===== src/acr_pkg.sv =====
// Operation
// - an instruction is a two-character command code followed by its parameters and is decoded in that form.
// - a semicolon separates instructions on one line and each is handled on its own.
// - the answer to an instruction goes out only on the port the instruction came in on.
// - an accepted instruction is answered with a colon and a refused one with a question mark.
// - a query that returns data sends the data, then carriage return, line feed and the colon.
// - the echo-enable command with argument 1 makes the block echo every received character.
// - while a program runs, message output and command errors leave as unsolicited output.
// - unsolicited output goes to the named port, else the default port, else the main serial port.
// - on the network, unsolicited output uses a handle other than the main command handle.
// - unsolicited-format argument 1 sets the top bit of each unsolicited character, argument 2 clears that mode.
`default_nettype none
package acr_pkg;
  // ==========================================================================
  // characters
  localparam logic [7:0] CHAR_CR    = 8'h0D;
  localparam logic [7:0] CHAR_LF    = 8'h0A;
  localparam logic [7:0] CHAR_SEMI  = 8'h3B;
  localparam logic [7:0] CHAR_COLON = 8'h3A;
  localparam logic [7:0] CHAR_QMARK = 8'h3F;
  localparam logic [7:0] CHAR_SPACE = 8'h20;
  localparam logic [7:0] CHAR_ZERO  = 8'h30;
  localparam logic [7:0] CHAR_NINE  = 8'h39;
  localparam logic [7:0] CHAR_HEX_A = 8'h41;
  localparam logic [7:0] MARK_BIT   = 8'h80;
  // ==========================================================================
  // command codes, first character in the upper byte
  localparam logic [15:0] CODE_ECHO_ENABLE     = 16'h454F;
  localparam logic [15:0] CODE_UNSOL_FORMAT    = 16'h4357;
  localparam logic [15:0] CODE_DEFAULT_PORT    = 16'h4346;
  localparam logic [15:0] CODE_POSITION_QUERY  = 16'h5450;
  // ==========================================================================
  // arguments, ports, reset values
  localparam logic [7:0] ARG_ECHO_ON   = 8'h01;
  localparam logic [7:0] ARG_MARK_ON   = 8'h01;
  localparam logic [7:0] ARG_MARK_OFF  = 8'h02;
  localparam logic       PORT_SERIAL   = 1'b0;
  localparam logic       PORT_NET      = 1'b1;
  localparam logic       RST_ECHO      = 1'b0;
  localparam logic       RST_MARK      = 1'b0;
  localparam logic       RST_DEF_PORT  = PORT_SERIAL;
  localparam int         QUERY_DIGITS  = 8;
  localparam int         POS_W         = 32;

  typedef struct packed {
    logic [7:0] data;
    logic       port;
    logic       unsol;
  } tx_t;

  typedef struct packed {
    logic [7:0] data;
    logic       last;
    logic       has_port;
    logic       port;
  } msg_t;
endpackage : acr_pkg
`default_nettype wire


===== src/ascii_command_responder.sv =====
`timescale 1ns/10ps
`default_nettype none
module ascii_command_responder (
  input  wire logic                  clk,
  input  wire logic                  nrst,
  input  wire logic [1:0]            rx_valid,
  input  wire logic [15:0]           rx_data,
  output logic      [1:0]            rx_ready,
  output logic                       tx_valid,
  output acr_pkg::tx_t               tx,
  input  wire logic                  tx_ready,
  input  wire logic [31:0]           position,
  input  wire logic                  prog_running,
  input  wire logic                  msg_valid,
  input  wire acr_pkg::msg_t         msg,
  output logic                       msg_ready,
  input  wire logic                  prog_error,
  output logic                       echo_on,
  output logic                       mark_on,
  output logic                       default_port
);
  import acr_pkg::*;

  typedef enum logic [2:0] {
    ST_IDLE, ST_ECHO, ST_PROC, ST_DATA, ST_CR, ST_LF, ST_ACK, ST_UNSOL
  } state_t;

  // ==========================================================================
  // state
  state_t      state_q,  state_d;
  logic [7:0]  cur_q,    cur_d;
  logic        lport_q,  lport_d;
  logic        lact_q,   lact_d;
  logic [1:0]  cnt_q,    cnt_d;
  logic [15:0] code_q,   code_d;
  logic [7:0]  arg_q,    arg_d;
  logic        harg_q,   harg_d;
  logic        bad_q,    bad_d;
  logic [7:0]  ack_q,    ack_d;
  logic [31:0] pos_q,    pos_d;
  logic [3:0]  dig_q,    dig_d;
  logic        echo_q,   echo_d;
  logic        mark_q,   mark_d;
  logic        dport_q,  dport_d;
  logic        errp_q,   errp_d;
  logic        unerr_q,  unerr_d;

  logic        sel;
  logic        take;
  logic [7:0]  sel_ch;
  logic [3:0]  nib;
  logic [7:0]  hex_ch;
  logic [7:0]  un_ch;
  logic        ok;

  assign echo_on      = echo_q;
  assign mark_on      = mark_q;
  assign default_port = dport_q;

  // ==========================================================================
  // port selection, a line locks its port
  always_comb begin
    if (lact_q) begin
      sel = lport_q;
    end else begin
      sel = rx_valid[0] ? 1'b0 : 1'b1;
    end
    sel_ch   = sel ? rx_data[15:8] : rx_data[7:0];
    take     = (state_q == ST_IDLE) && rx_valid[sel];
    rx_ready = 2'b00;
    rx_ready[sel] = (state_q == ST_IDLE);
    nib      = pos_q[31:28];
    hex_ch   = (nib < 4'hA) ? CHAR_ZERO + {4'h0, nib} : CHAR_HEX_A + {4'h0, nib} - 8'h0A;
    un_ch    = (unerr_q ? CHAR_QMARK : msg.data) | (mark_q ? MARK_BIT : 8'h00);
  end

  // ==========================================================================
  // decode of a complete instruction
  always_comb begin
    ok = 1'b0;
    if ((cnt_q == 2'd2) && !bad_q) begin
      case (code_q)
        CODE_ECHO_ENABLE:    ok = harg_q && (arg_q <= ARG_ECHO_ON);
        CODE_UNSOL_FORMAT:   ok = harg_q && ((arg_q == ARG_MARK_ON) || (arg_q == ARG_MARK_OFF));
        CODE_DEFAULT_PORT:   ok = harg_q && (arg_q <= 8'h01);
        CODE_POSITION_QUERY: ok = !harg_q;
        default:             ok = 1'b0;
      endcase
    end
  end

  // ==========================================================================
  // output mux
  always_comb begin
    tx_valid  = 1'b0;
    tx        = '{data: cur_q, port: lport_q, unsol: 1'b0};
    msg_ready = 1'b0;
    case (state_q)
      ST_ECHO: tx_valid = 1'b1;
      ST_DATA: begin
        tx_valid = 1'b1;
        tx.data  = hex_ch;
      end
      ST_CR: begin
        tx_valid = 1'b1;
        tx.data  = CHAR_CR;
      end
      ST_LF: begin
        tx_valid = 1'b1;
        tx.data  = CHAR_LF;
      end
      ST_ACK: begin
        tx_valid = 1'b1;
        tx.data  = ack_q;
      end
      ST_UNSOL: begin
        tx_valid  = 1'b1;
        tx.data   = un_ch;
        tx.port   = (!unerr_q && msg.has_port) ? msg.port : dport_q;
        tx.unsol  = 1'b1;
        msg_ready = !unerr_q && tx_ready;
      end
      default: tx_valid = 1'b0;
    endcase
  end

  // ==========================================================================
  // next state
  always_comb begin
    state_d = state_q;
    cur_d   = cur_q;
    lport_d = lport_q;
    lact_d  = lact_q;
    cnt_d   = cnt_q;
    code_d  = code_q;
    arg_d   = arg_q;
    harg_d  = harg_q;
    bad_d   = bad_q;
    ack_d   = ack_q;
    pos_d   = pos_q;
    dig_d   = dig_q;
    echo_d  = echo_q;
    mark_d  = mark_q;
    dport_d = dport_q;
    unerr_d = unerr_q;
    errp_d  = errp_q;
    case (state_q)
      ST_IDLE: begin
        if (take) begin
          cur_d   = sel_ch;
          lport_d = sel;
          lact_d  = 1'b1;
          state_d = echo_q ? ST_ECHO : ST_PROC;
        end else if (prog_running && (errp_q || msg_valid)) begin
          unerr_d = errp_q;
          state_d = ST_UNSOL;
        end
      end
      ST_ECHO: begin
        if (tx_ready) begin
          state_d = ST_PROC;
        end
      end
      ST_PROC: begin
        state_d = ST_IDLE;
        if ((cur_q == CHAR_CR) || (cur_q == CHAR_SEMI)) begin
          if (cur_q == CHAR_CR) begin
            lact_d = 1'b0;
          end
          cnt_d  = 2'd0;
          harg_d = 1'b0;
          bad_d  = 1'b0;
          arg_d  = 8'h00;
          if ((cnt_q != 2'd0) || bad_q) begin
            ack_d = ok ? CHAR_COLON : CHAR_QMARK;
            if (ok && (code_q == CODE_POSITION_QUERY)) begin
              pos_d   = position;
              dig_d   = 4'd0;
              state_d = ST_DATA;
            end else begin
              state_d = ST_ACK;
            end
            if (ok && (code_q == CODE_ECHO_ENABLE)) begin
              echo_d = (arg_q == ARG_ECHO_ON);
            end
            if (ok && (code_q == CODE_UNSOL_FORMAT)) begin
              mark_d = (arg_q == ARG_MARK_ON);
            end
            if (ok && (code_q == CODE_DEFAULT_PORT)) begin
              dport_d = arg_q[0];
            end
          end
        end else if (cur_q != CHAR_SPACE) begin
          if (cnt_q != 2'd2) begin
            code_d = {code_q[7:0], cur_q};
            cnt_d  = cnt_q + 2'd1;
          end else if ((cur_q >= CHAR_ZERO) && (cur_q <= CHAR_NINE)) begin
            harg_d = 1'b1;
            arg_d  = 8'({arg_q, 3'b000} + {arg_q, 1'b0} + (cur_q - CHAR_ZERO));
            bad_d  = bad_q || (({4'h0, arg_q} * 12'h00A + {4'h0, cur_q - CHAR_ZERO}) > 12'h0FF);
          end else begin
            bad_d = 1'b1;
          end
        end
      end
      ST_DATA: begin
        if (tx_ready) begin
          pos_d = {pos_q[27:0], 4'h0};
          dig_d = dig_q + 4'd1;
          if (dig_q == 4'(QUERY_DIGITS - 1)) begin
            state_d = ST_CR;
          end
        end
      end
      ST_CR: begin
        if (tx_ready) begin
          state_d = ST_LF;
        end
      end
      ST_LF: begin
        if (tx_ready) begin
          state_d = ST_ACK;
        end
      end
      ST_ACK: begin
        if (tx_ready) begin
          state_d = ST_IDLE;
        end
      end
      ST_UNSOL: begin
        if (tx_ready && (unerr_q || msg.last)) begin
          state_d = ST_IDLE;
        end
      end
      default: state_d = ST_IDLE;
    endcase
    // error event set wins over clear
    if (state_q == ST_UNSOL && unerr_q && tx_ready) begin
      errp_d = 1'b0;
    end
    if (prog_error) begin
      errp_d = 1'b1;
    end
  end

  // ==========================================================================
  // registers
  always_ff @(posedge clk or negedge nrst) begin
    if (!nrst) begin
      state_q <= ST_IDLE;
      cur_q   <= 8'h00;
      lport_q <= PORT_SERIAL;
      lact_q  <= 1'b0;
      cnt_q   <= 2'd0;
      code_q  <= 16'h0000;
      arg_q   <= 8'h00;
      harg_q  <= 1'b0;
      bad_q   <= 1'b0;
      ack_q   <= CHAR_COLON;
      pos_q   <= 32'h0000_0000;
      dig_q   <= 4'h0;
      echo_q  <= RST_ECHO;
      mark_q  <= RST_MARK;
      dport_q <= RST_DEF_PORT;
      errp_q  <= 1'b0;
      unerr_q <= 1'b0;
    end else begin
      state_q <= state_d;
      cur_q   <= cur_d;
      lport_q <= lport_d;
      lact_q  <= lact_d;
      cnt_q   <= cnt_d;
      code_q  <= code_d;
      arg_q   <= arg_d;
      harg_q  <= harg_d;
      bad_q   <= bad_d;
      ack_q   <= ack_d;
      pos_q   <= pos_d;
      dig_q   <= dig_d;
      echo_q  <= echo_d;
      mark_q  <= mark_d;
      dport_q <= dport_d;
      errp_q  <= errp_d;
      unerr_q <= unerr_d;
    end
  end
endmodule : ascii_command_responder
`default_nettype wire


===== config.mk =====
export PLATFORM = sky130hd
export DESIGN_NAME = ascii_command_responder
export DESIGN_NICKNAME = d
export VERILOG_FILES = /design/src/acr_pkg.sv /design/src/ascii_command_responder.sv
export SDC_FILE = /design/constraint.sdc
export NUM_CORES = 1
export LEC_CHECK = 0
export BUFFER_PORTS_ARGS = -buffer_cell sky130_fd_sc_hd__buf_4
export CORE_MARGIN = 2
export CORE_UTILIZATION = 30
export DETAILED_ROUTE_END_ITERATION = 10
export GPL_ROUTABILITY_DRIVEN = 0
export MAX_ROUTING_LAYER = met4
export PLACE_DENSITY_LB_ADDON = 0.3
export SLEW_MARGIN = 15
export SYNTH_ARGS = -nofsm -noshare
export SYNTH_HDL_FRONTEND = slang
export SYNTH_SLANG_ARGS = --single-unit

===== constraint.sdc =====
create_clock -name clk -period 2.78 [get_ports clk]
set_input_delay 0.278 -clock clk [delete_from_list [all_inputs] [get_ports clk]]
set_output_delay 0.278 -clock clk [all_outputs]
set_load 0.02 [all_outputs]

---- Yosys cells after proc, flatten, opt, wreduce, memory -nomap -nowiden ----
Cells that the tools add are included.
W data, S select, Z words.
word-level totals
  logic and storage cells ................. 183
  input bits .............................. 67
  ROM bits ................................ 0
  output and inout port bits .............. 17
  RAM bits ................................ 0
  memories kept ........................... 0
  register bits ........................... 90
  bits in latches ......................... 0
operators by class
  $lt $le $gt $ge ......................... 7
  multipliers ............................. 1
  add/sub/neg operators ................... 10
  equal/unequal tests ..................... 33
  div/mod/pow operators ................... 0
  bitwise operators ....................... 4
  shift-type cells ........................ 0
  muxes and demuxes ....................... 63
  reductions and logical operators ........ 48
operator list
  cell                    number
  $mux W32                4
  $eq A16 B15 Y1 const B  4
  $mux W8                 8
  $pmux W32 S2            1
  $pmux W8 S5             1
  $mux W3                 13
  $ne A2 B2 Y1 const B    14
  $pmux W3 S8             1
  $reduce_and A4 Y1       6
  $mux W1                 22
  $add A8 B8 Y8           2
  $logic_and A1 B1 Y1     16
  $mux W4                 4
  $sub A8 B6 Y8 const B   2
  $reduce_bool A2 Y1      7
  $add A12 B8 Y12         1
  $eq A3 B3 Y1 const B    4
  $gt A12 B8 Y1 const B   1
  $reduce_and A3 Y1       4
  $mul A8 B3 Y11 const B  1
  $mux W2                 5
  $add A7 B4 Y8 const A   1
  $eq A8 B1 Y1 const B    1
  $eq A8 B2 Y1 const B    1
  33 further kinds        42

---- Logic depth before layout (Yosys ltp) ----
  depth in word-level cells ............... 10
  mapped depth ............................ 12
  gate-level depth less buffers ........... 12

---- Worst setup path after synthesis ----
Ideal clock, no wire load.
  path type ............................... reg2reg
  start point ............................. reg arg_q[4]
  end point ............................... reg bad_q
  library setup time ...................... 133 ps
  cell stages (with the launch flop) ...... 13
  required time ........................... 2647 ps
  period minus slack after synthesis ...... 2844 ps
  setup slack ............................. -64 ps
  data arrival time ....................... 2710 ps
  buffers on the path ..................... 0
  cell sequence ........................... dfrtp_1 ha_1 ha_1 a21o_1 a21oi_1 xnor2_1 ha_1 a21oi_1 nand2_1 a211oi_1 o31ai_1 a2111oi_0 o32ai_1
on the way
  longest elaborated chain between the ends .. 8
ends and longest elaborated chain
  element                 RTL line                        text
  start, declared         ascii_command_responder.sv:36   logic [7:0] arg_q, arg_d;
  start signal, assigned  ascii_command_responder.sv:274  arg_q <= arg_d;
  $mul A8 B3 Y11          ascii_command_responder.sv:200  bad_d = bad_q || (({4'h0, arg_q} * 12'h00A + {4'h0, cur_q - CHAR_ZERO}) > 12'h0FF);
  $add A12 B8 Y12         ascii_command_responder.sv:200
  $gt A12 B8 Y1           ascii_command_responder.sv:200
  $logic_or A1 B1 Y1      ascii_command_responder.sv:200
  $mux W1                 ascii_command_responder.sv:197  end else if ((cur_q >= CHAR_ZERO) && (cur_q <= CHAR_NINE)) begin
  $mux W1                 ascii_command_responder.sv:194  if (cnt_q != 2'd2) begin
  $mux W1                 ascii_command_responder.sv:193  end else if (cur_q != CHAR_SPACE) begin
  $mux W1                 ascii_command_responder.sv:166  if ((cur_q == CHAR_CR) || (cur_q == CHAR_SEMI)) begin
  end signal, assigned    ascii_command_responder.sv:258  bad_q <= 1'b0;
  end signal, assigned    ascii_command_responder.sv:276  bad_q <= bad_d;
  end, declared           ascii_command_responder.sv:38   logic bad_q, bad_d;
No other way between the ends. The select of a mux whose other input is x is not followed.
A chain may end at the register's enable or synchronous reset.

---- Worst setup path after layout ----
  start point ............................. reg arg_q[2]
  end point ............................... reg bad_q
Same word-level chain as after synthesis.

==> results by group <==
Die
  • Ports: between 80 and 90
  • Rows: 48
  • Core Area: 17,300 um2
  • Die height: roughly 140 um
  • Die X: approximately 140 um
  • Die ar.: about 19,000 um2
  • Initial Util: 30.6%

Clocking
  • Longest Clk Path Bufs: 2
  • CTS Buf Count: 9
  • H-tree levels: 3
  • Clk Latency, worst-skew pair: 0.35 ns
  • CTS Root Cell: clkbuf_16
  • Clk sinks: 83
  • Clk slew on worst S/H paths: 0.07 ns
  • CTS tree: done

Placed design
  • DP Wirelength: between 10,000 and 15,000 um
  • Setup WS pre-CTS: -0.136 ns
  • Placed inst area: 6380 um2
  • DP Cell Count: 861
  • IO buf count: between 80 and 90

Timing
  • Slew headroom: approximately half
  • TNS Setup: 0 ns
  • Fin. Hold Viols: 0
  • Shortest period the worst path allows: about 2.7 ns
  • Pins Over Slew Limit: 0
  • F_max: roughly 360 MHz
  • Skew final: between 0.008 and 0.009 ns
  • Hold_ws: approximately 0.12 ns
  • Final Cycle Share: between 90% and 100%
  • Least-Margin Pin Slew: ~0.74 ns
  • Final setup viols: 0
  • RSZ-0062 raised after global routing: true
  • Worst setup margin: about 0.030 ns

Pwr
  • Combinational Power Share: a little over half
  • Sw Ratio: a little over two fifths
  • Sw Pwr: slightly above 3 mW
  • Pint: 4.17 mW
  • Leak: 3.10 nW
  • Clock power frac: around 17%
  • Pwr per Cell Area: about 1000 nW/um2
  • Maximum VDD drop: around 0.00045 V
  • Flop pwr share: between 30% and 40%
  • Power Total: about 7.2 mW

Worst setup path
  • Crit-path max cell delay: between 0.4 and 0.5 ns
  • Critical path fanouts, max: 3
  • Flop2flop setup slack: approximately 0.030 ns
  • CP Cell Sequence: ha_4 -> ha_4 -> a21o_1 -> a21oi_2 -> xnor2_1 -> ha_1 -> a21oi_1 -> nand2_1 -> a211oi_2 -> o31ai_2 -> a2111oi_4 -> o32ai_2
  • Register-to-Register Path Depth: 12
  • Critical-path top delay cell: dfrtp_1
  • Worst endpoint data arrival time: just under 3 ns
  • Top Family by Delay on Critical Path: compound AO/OA/AOI/OAI gates
  • Startpoint Class: flip-flop
  • FF-to-FF Start: arg_q[2]
  • Crit-path most repeated cell: ha_4
  • Setup crit end kind: flip-flop
  • Setup CP Type: flip-flop to flip-flop
  • CP Data Required Time: roughly 3.0 ns
  • RR Endpoint: bad_q
  • CP bufs+invs: 0

Logic synthesis
  • Synthesized-area fraction occupied by adder cells: between 10% and 20%
  • Mux cell area share after synthesis: 11.3%
  • Simple-gate share of the synthesized area: 16.7%
  • Syn Inst Count: 543
  • Syn nets: between 600 and 700
  • Sequential area share after synthesis: 39.2%
  • Compound-Gate Fraction of Synth Area: between 15 and 20%
  • Cell Area, Synth: about 5300 um2
  • Post-synth cell types: 64
  • Async set-reset flop share out of synthesis: 100%
  • Ys Warns: 0
  • Mapped Avg Cell Area: about 9.7 um2
  • Prevailing post-synth register cell: dfrtp_1
  • Synth Area in XOR/XNOR: under 10%
  • Number of synthesized register bits: 83
  • EDFF count, synth: 0
  • Main combinational cell family by area after synthesis: simple AND/OR/NAND/NOR gates

Cells and area
  • Non-filler instance count after layout: between 800 and 900
  • Filler cell count: ~1,700
  • Final Cell Area: 6910 um2
  • Final #Nets: approximately 760
  • N_diodes: 0
  • Layout cell share with drive strength beyond 1: roughly 29%
  • Most frequent cells in the layout: 121 x buf_4, 80 x dfrtp_1, 46 x nand3_1
  • Core Util, Final: between 30 and 40%
  • Commonest non-fill, non-tap cell in the layout: buf_4
  • Reg area: between 2000 and 2500 um2
  • Area delta synth->final: 30.6%
  • Area of the multi-input gates: between 3000 and 4000 um2

Hold path
  • Hold WC Path Type: input pin to flip-flop
  • HP Start: prog_error
  • Hold Path Sink: errp_q
  • Hold Crit Depth: 2

Job
  • MaxCap Viol Count: 0

Detailed routing
  • Total wire length: roughly 15,000 um
  • Number of nets with antenna violations after routing: 0
  • DRT iter0 DRCs: 265
  • First-pass iteration count of the detailed router: 4
  • Via density: just over 5
  • Via count: approximately 4,600
  • Routed WL per cell: around 17 um
  • Drt drc: 0

Status
  • Outcome: complete, no violations

Global routing
  • GRT Util Overall: 17.6%
  • GRT overflow: 0
  • First-pass GRT wire length: 24,700 um
  • Vias in the first global route: between 4,000 and 5,000
  • Initial antenna violation count: 0
  • Largest net degree at the start of global routing: 84
power groups by stage:
stage	clock network, mW	registers (mW)	logic [mW]
6_report	1.21	2.23	3.79
3_5_place_dp	0	2.23	3.60
2_1_floorplan	0	2.11	2.42
3_3_place_gp	0	2.20	3.54
5_1_grt	1.29	2.31	4.19
4_1_cts	1.24	2.22	3.70
metal layers:
layer | wire [um] | global-route usage (%) | vias up
li1 | - | - | 2202
met1 | 6780 | 22.2 | 2233
met2 | 7260 | 28.7 | 111
met3 | 723 | 3.41 | 18
met4 | 230 | 4.98 | 0
met5 | 0 | - | -
state kept, by name, summed over array words and instances (netlist names), 2 cells and up:
register / cells
dig_q: 4
cur_q: 8
arg_q: 8
state_q: 3
pos_q: 32
code_q: 16
cnt_q: 2
cells by family (layout without fill, tap and decap cells):
family          count (synthesis)  after routing
buf+inv                        51            168
compound gates                128            128
mux                            57             57
fa+ha+maj                      42             42
flops                          83             83
simple gates                  167            167
xor+xnor                       15             15
cells in the mapped netlist, types with 6 or more instances:
cell type,number,area share (%)
o21ai_1,35,3.3
nand3_1,46,4.3
buf_1,6,0.43
o21ai_0,11,1.0
nor3_1,10,0.95
fa_1,7,2.6
a22o_1,9,1.5
mux2i_1,36,6.8
ha_1,35,8.3
mux2_2,13,2.8
nand2_1,33,2.3
xnor2_1,12,2.0
nand2b_1,6,0.71
a21oi_1,29,2.7
mux2_1,8,1.7
dfrtp_1,83,39
a21o_1,8,1.1
inv_1,27,1.9
clkbuf_1,13,0.92
nor2_1,32,2.3
layout make-up:
| class | count | area share (%) |
|---|---|---|
| inverter | 28 | 1.52 |
| timing repair buffer | 124 | 13.7 |
| clock buffer | 10 | 3.31 |
| multi-input combinational | 409 | 46.3 |
| tap | 225 | 4.07 |
| sequential | 83 | 30.1 |
| clock inverter | 6 | 0.959 |
worst max-delay path by stage:
stage                        start     to  slack, ns  cells after the start
after global placement    arg_q[2]  bad_q      -0.02                     12
after global routing      arg_q[2]  bad_q      -0.11                     12
after CTS                 arg_q[1]  bad_q       0.02                     11
after floorplan           arg_q[2]  bad_q       0.04                     12
final                     arg_q[2]  bad_q       0.03                     12
after detailed placement  arg_q[2]  bad_q      -0.14                     12
what timing repair did:
action	in CTS	in global routing
cloned	0	0
gates resized for setup	15	12
setup buffers	7	0
pin swaps	13	2
hold endpoints to repair	67	0
setup endpoints to repair	1	29
hold buffers	1	0
worst register-to-register path, cell delays in order (launching register included):
cell	delay [ns]
dfrtp_1	0.43
ha_4	0.31
ha_4	0.20
a21o_1	0.16
a21oi_2	0.15
xnor2_1	0.10
ha_1	0.32
a21oi_1	0.17
nand2_1	0.09
a211oi_2	0.18
o31ai_2	0.12
a2111oi_4	0.28
o32ai_2	0.13
(Power assumes the default switching activity.)
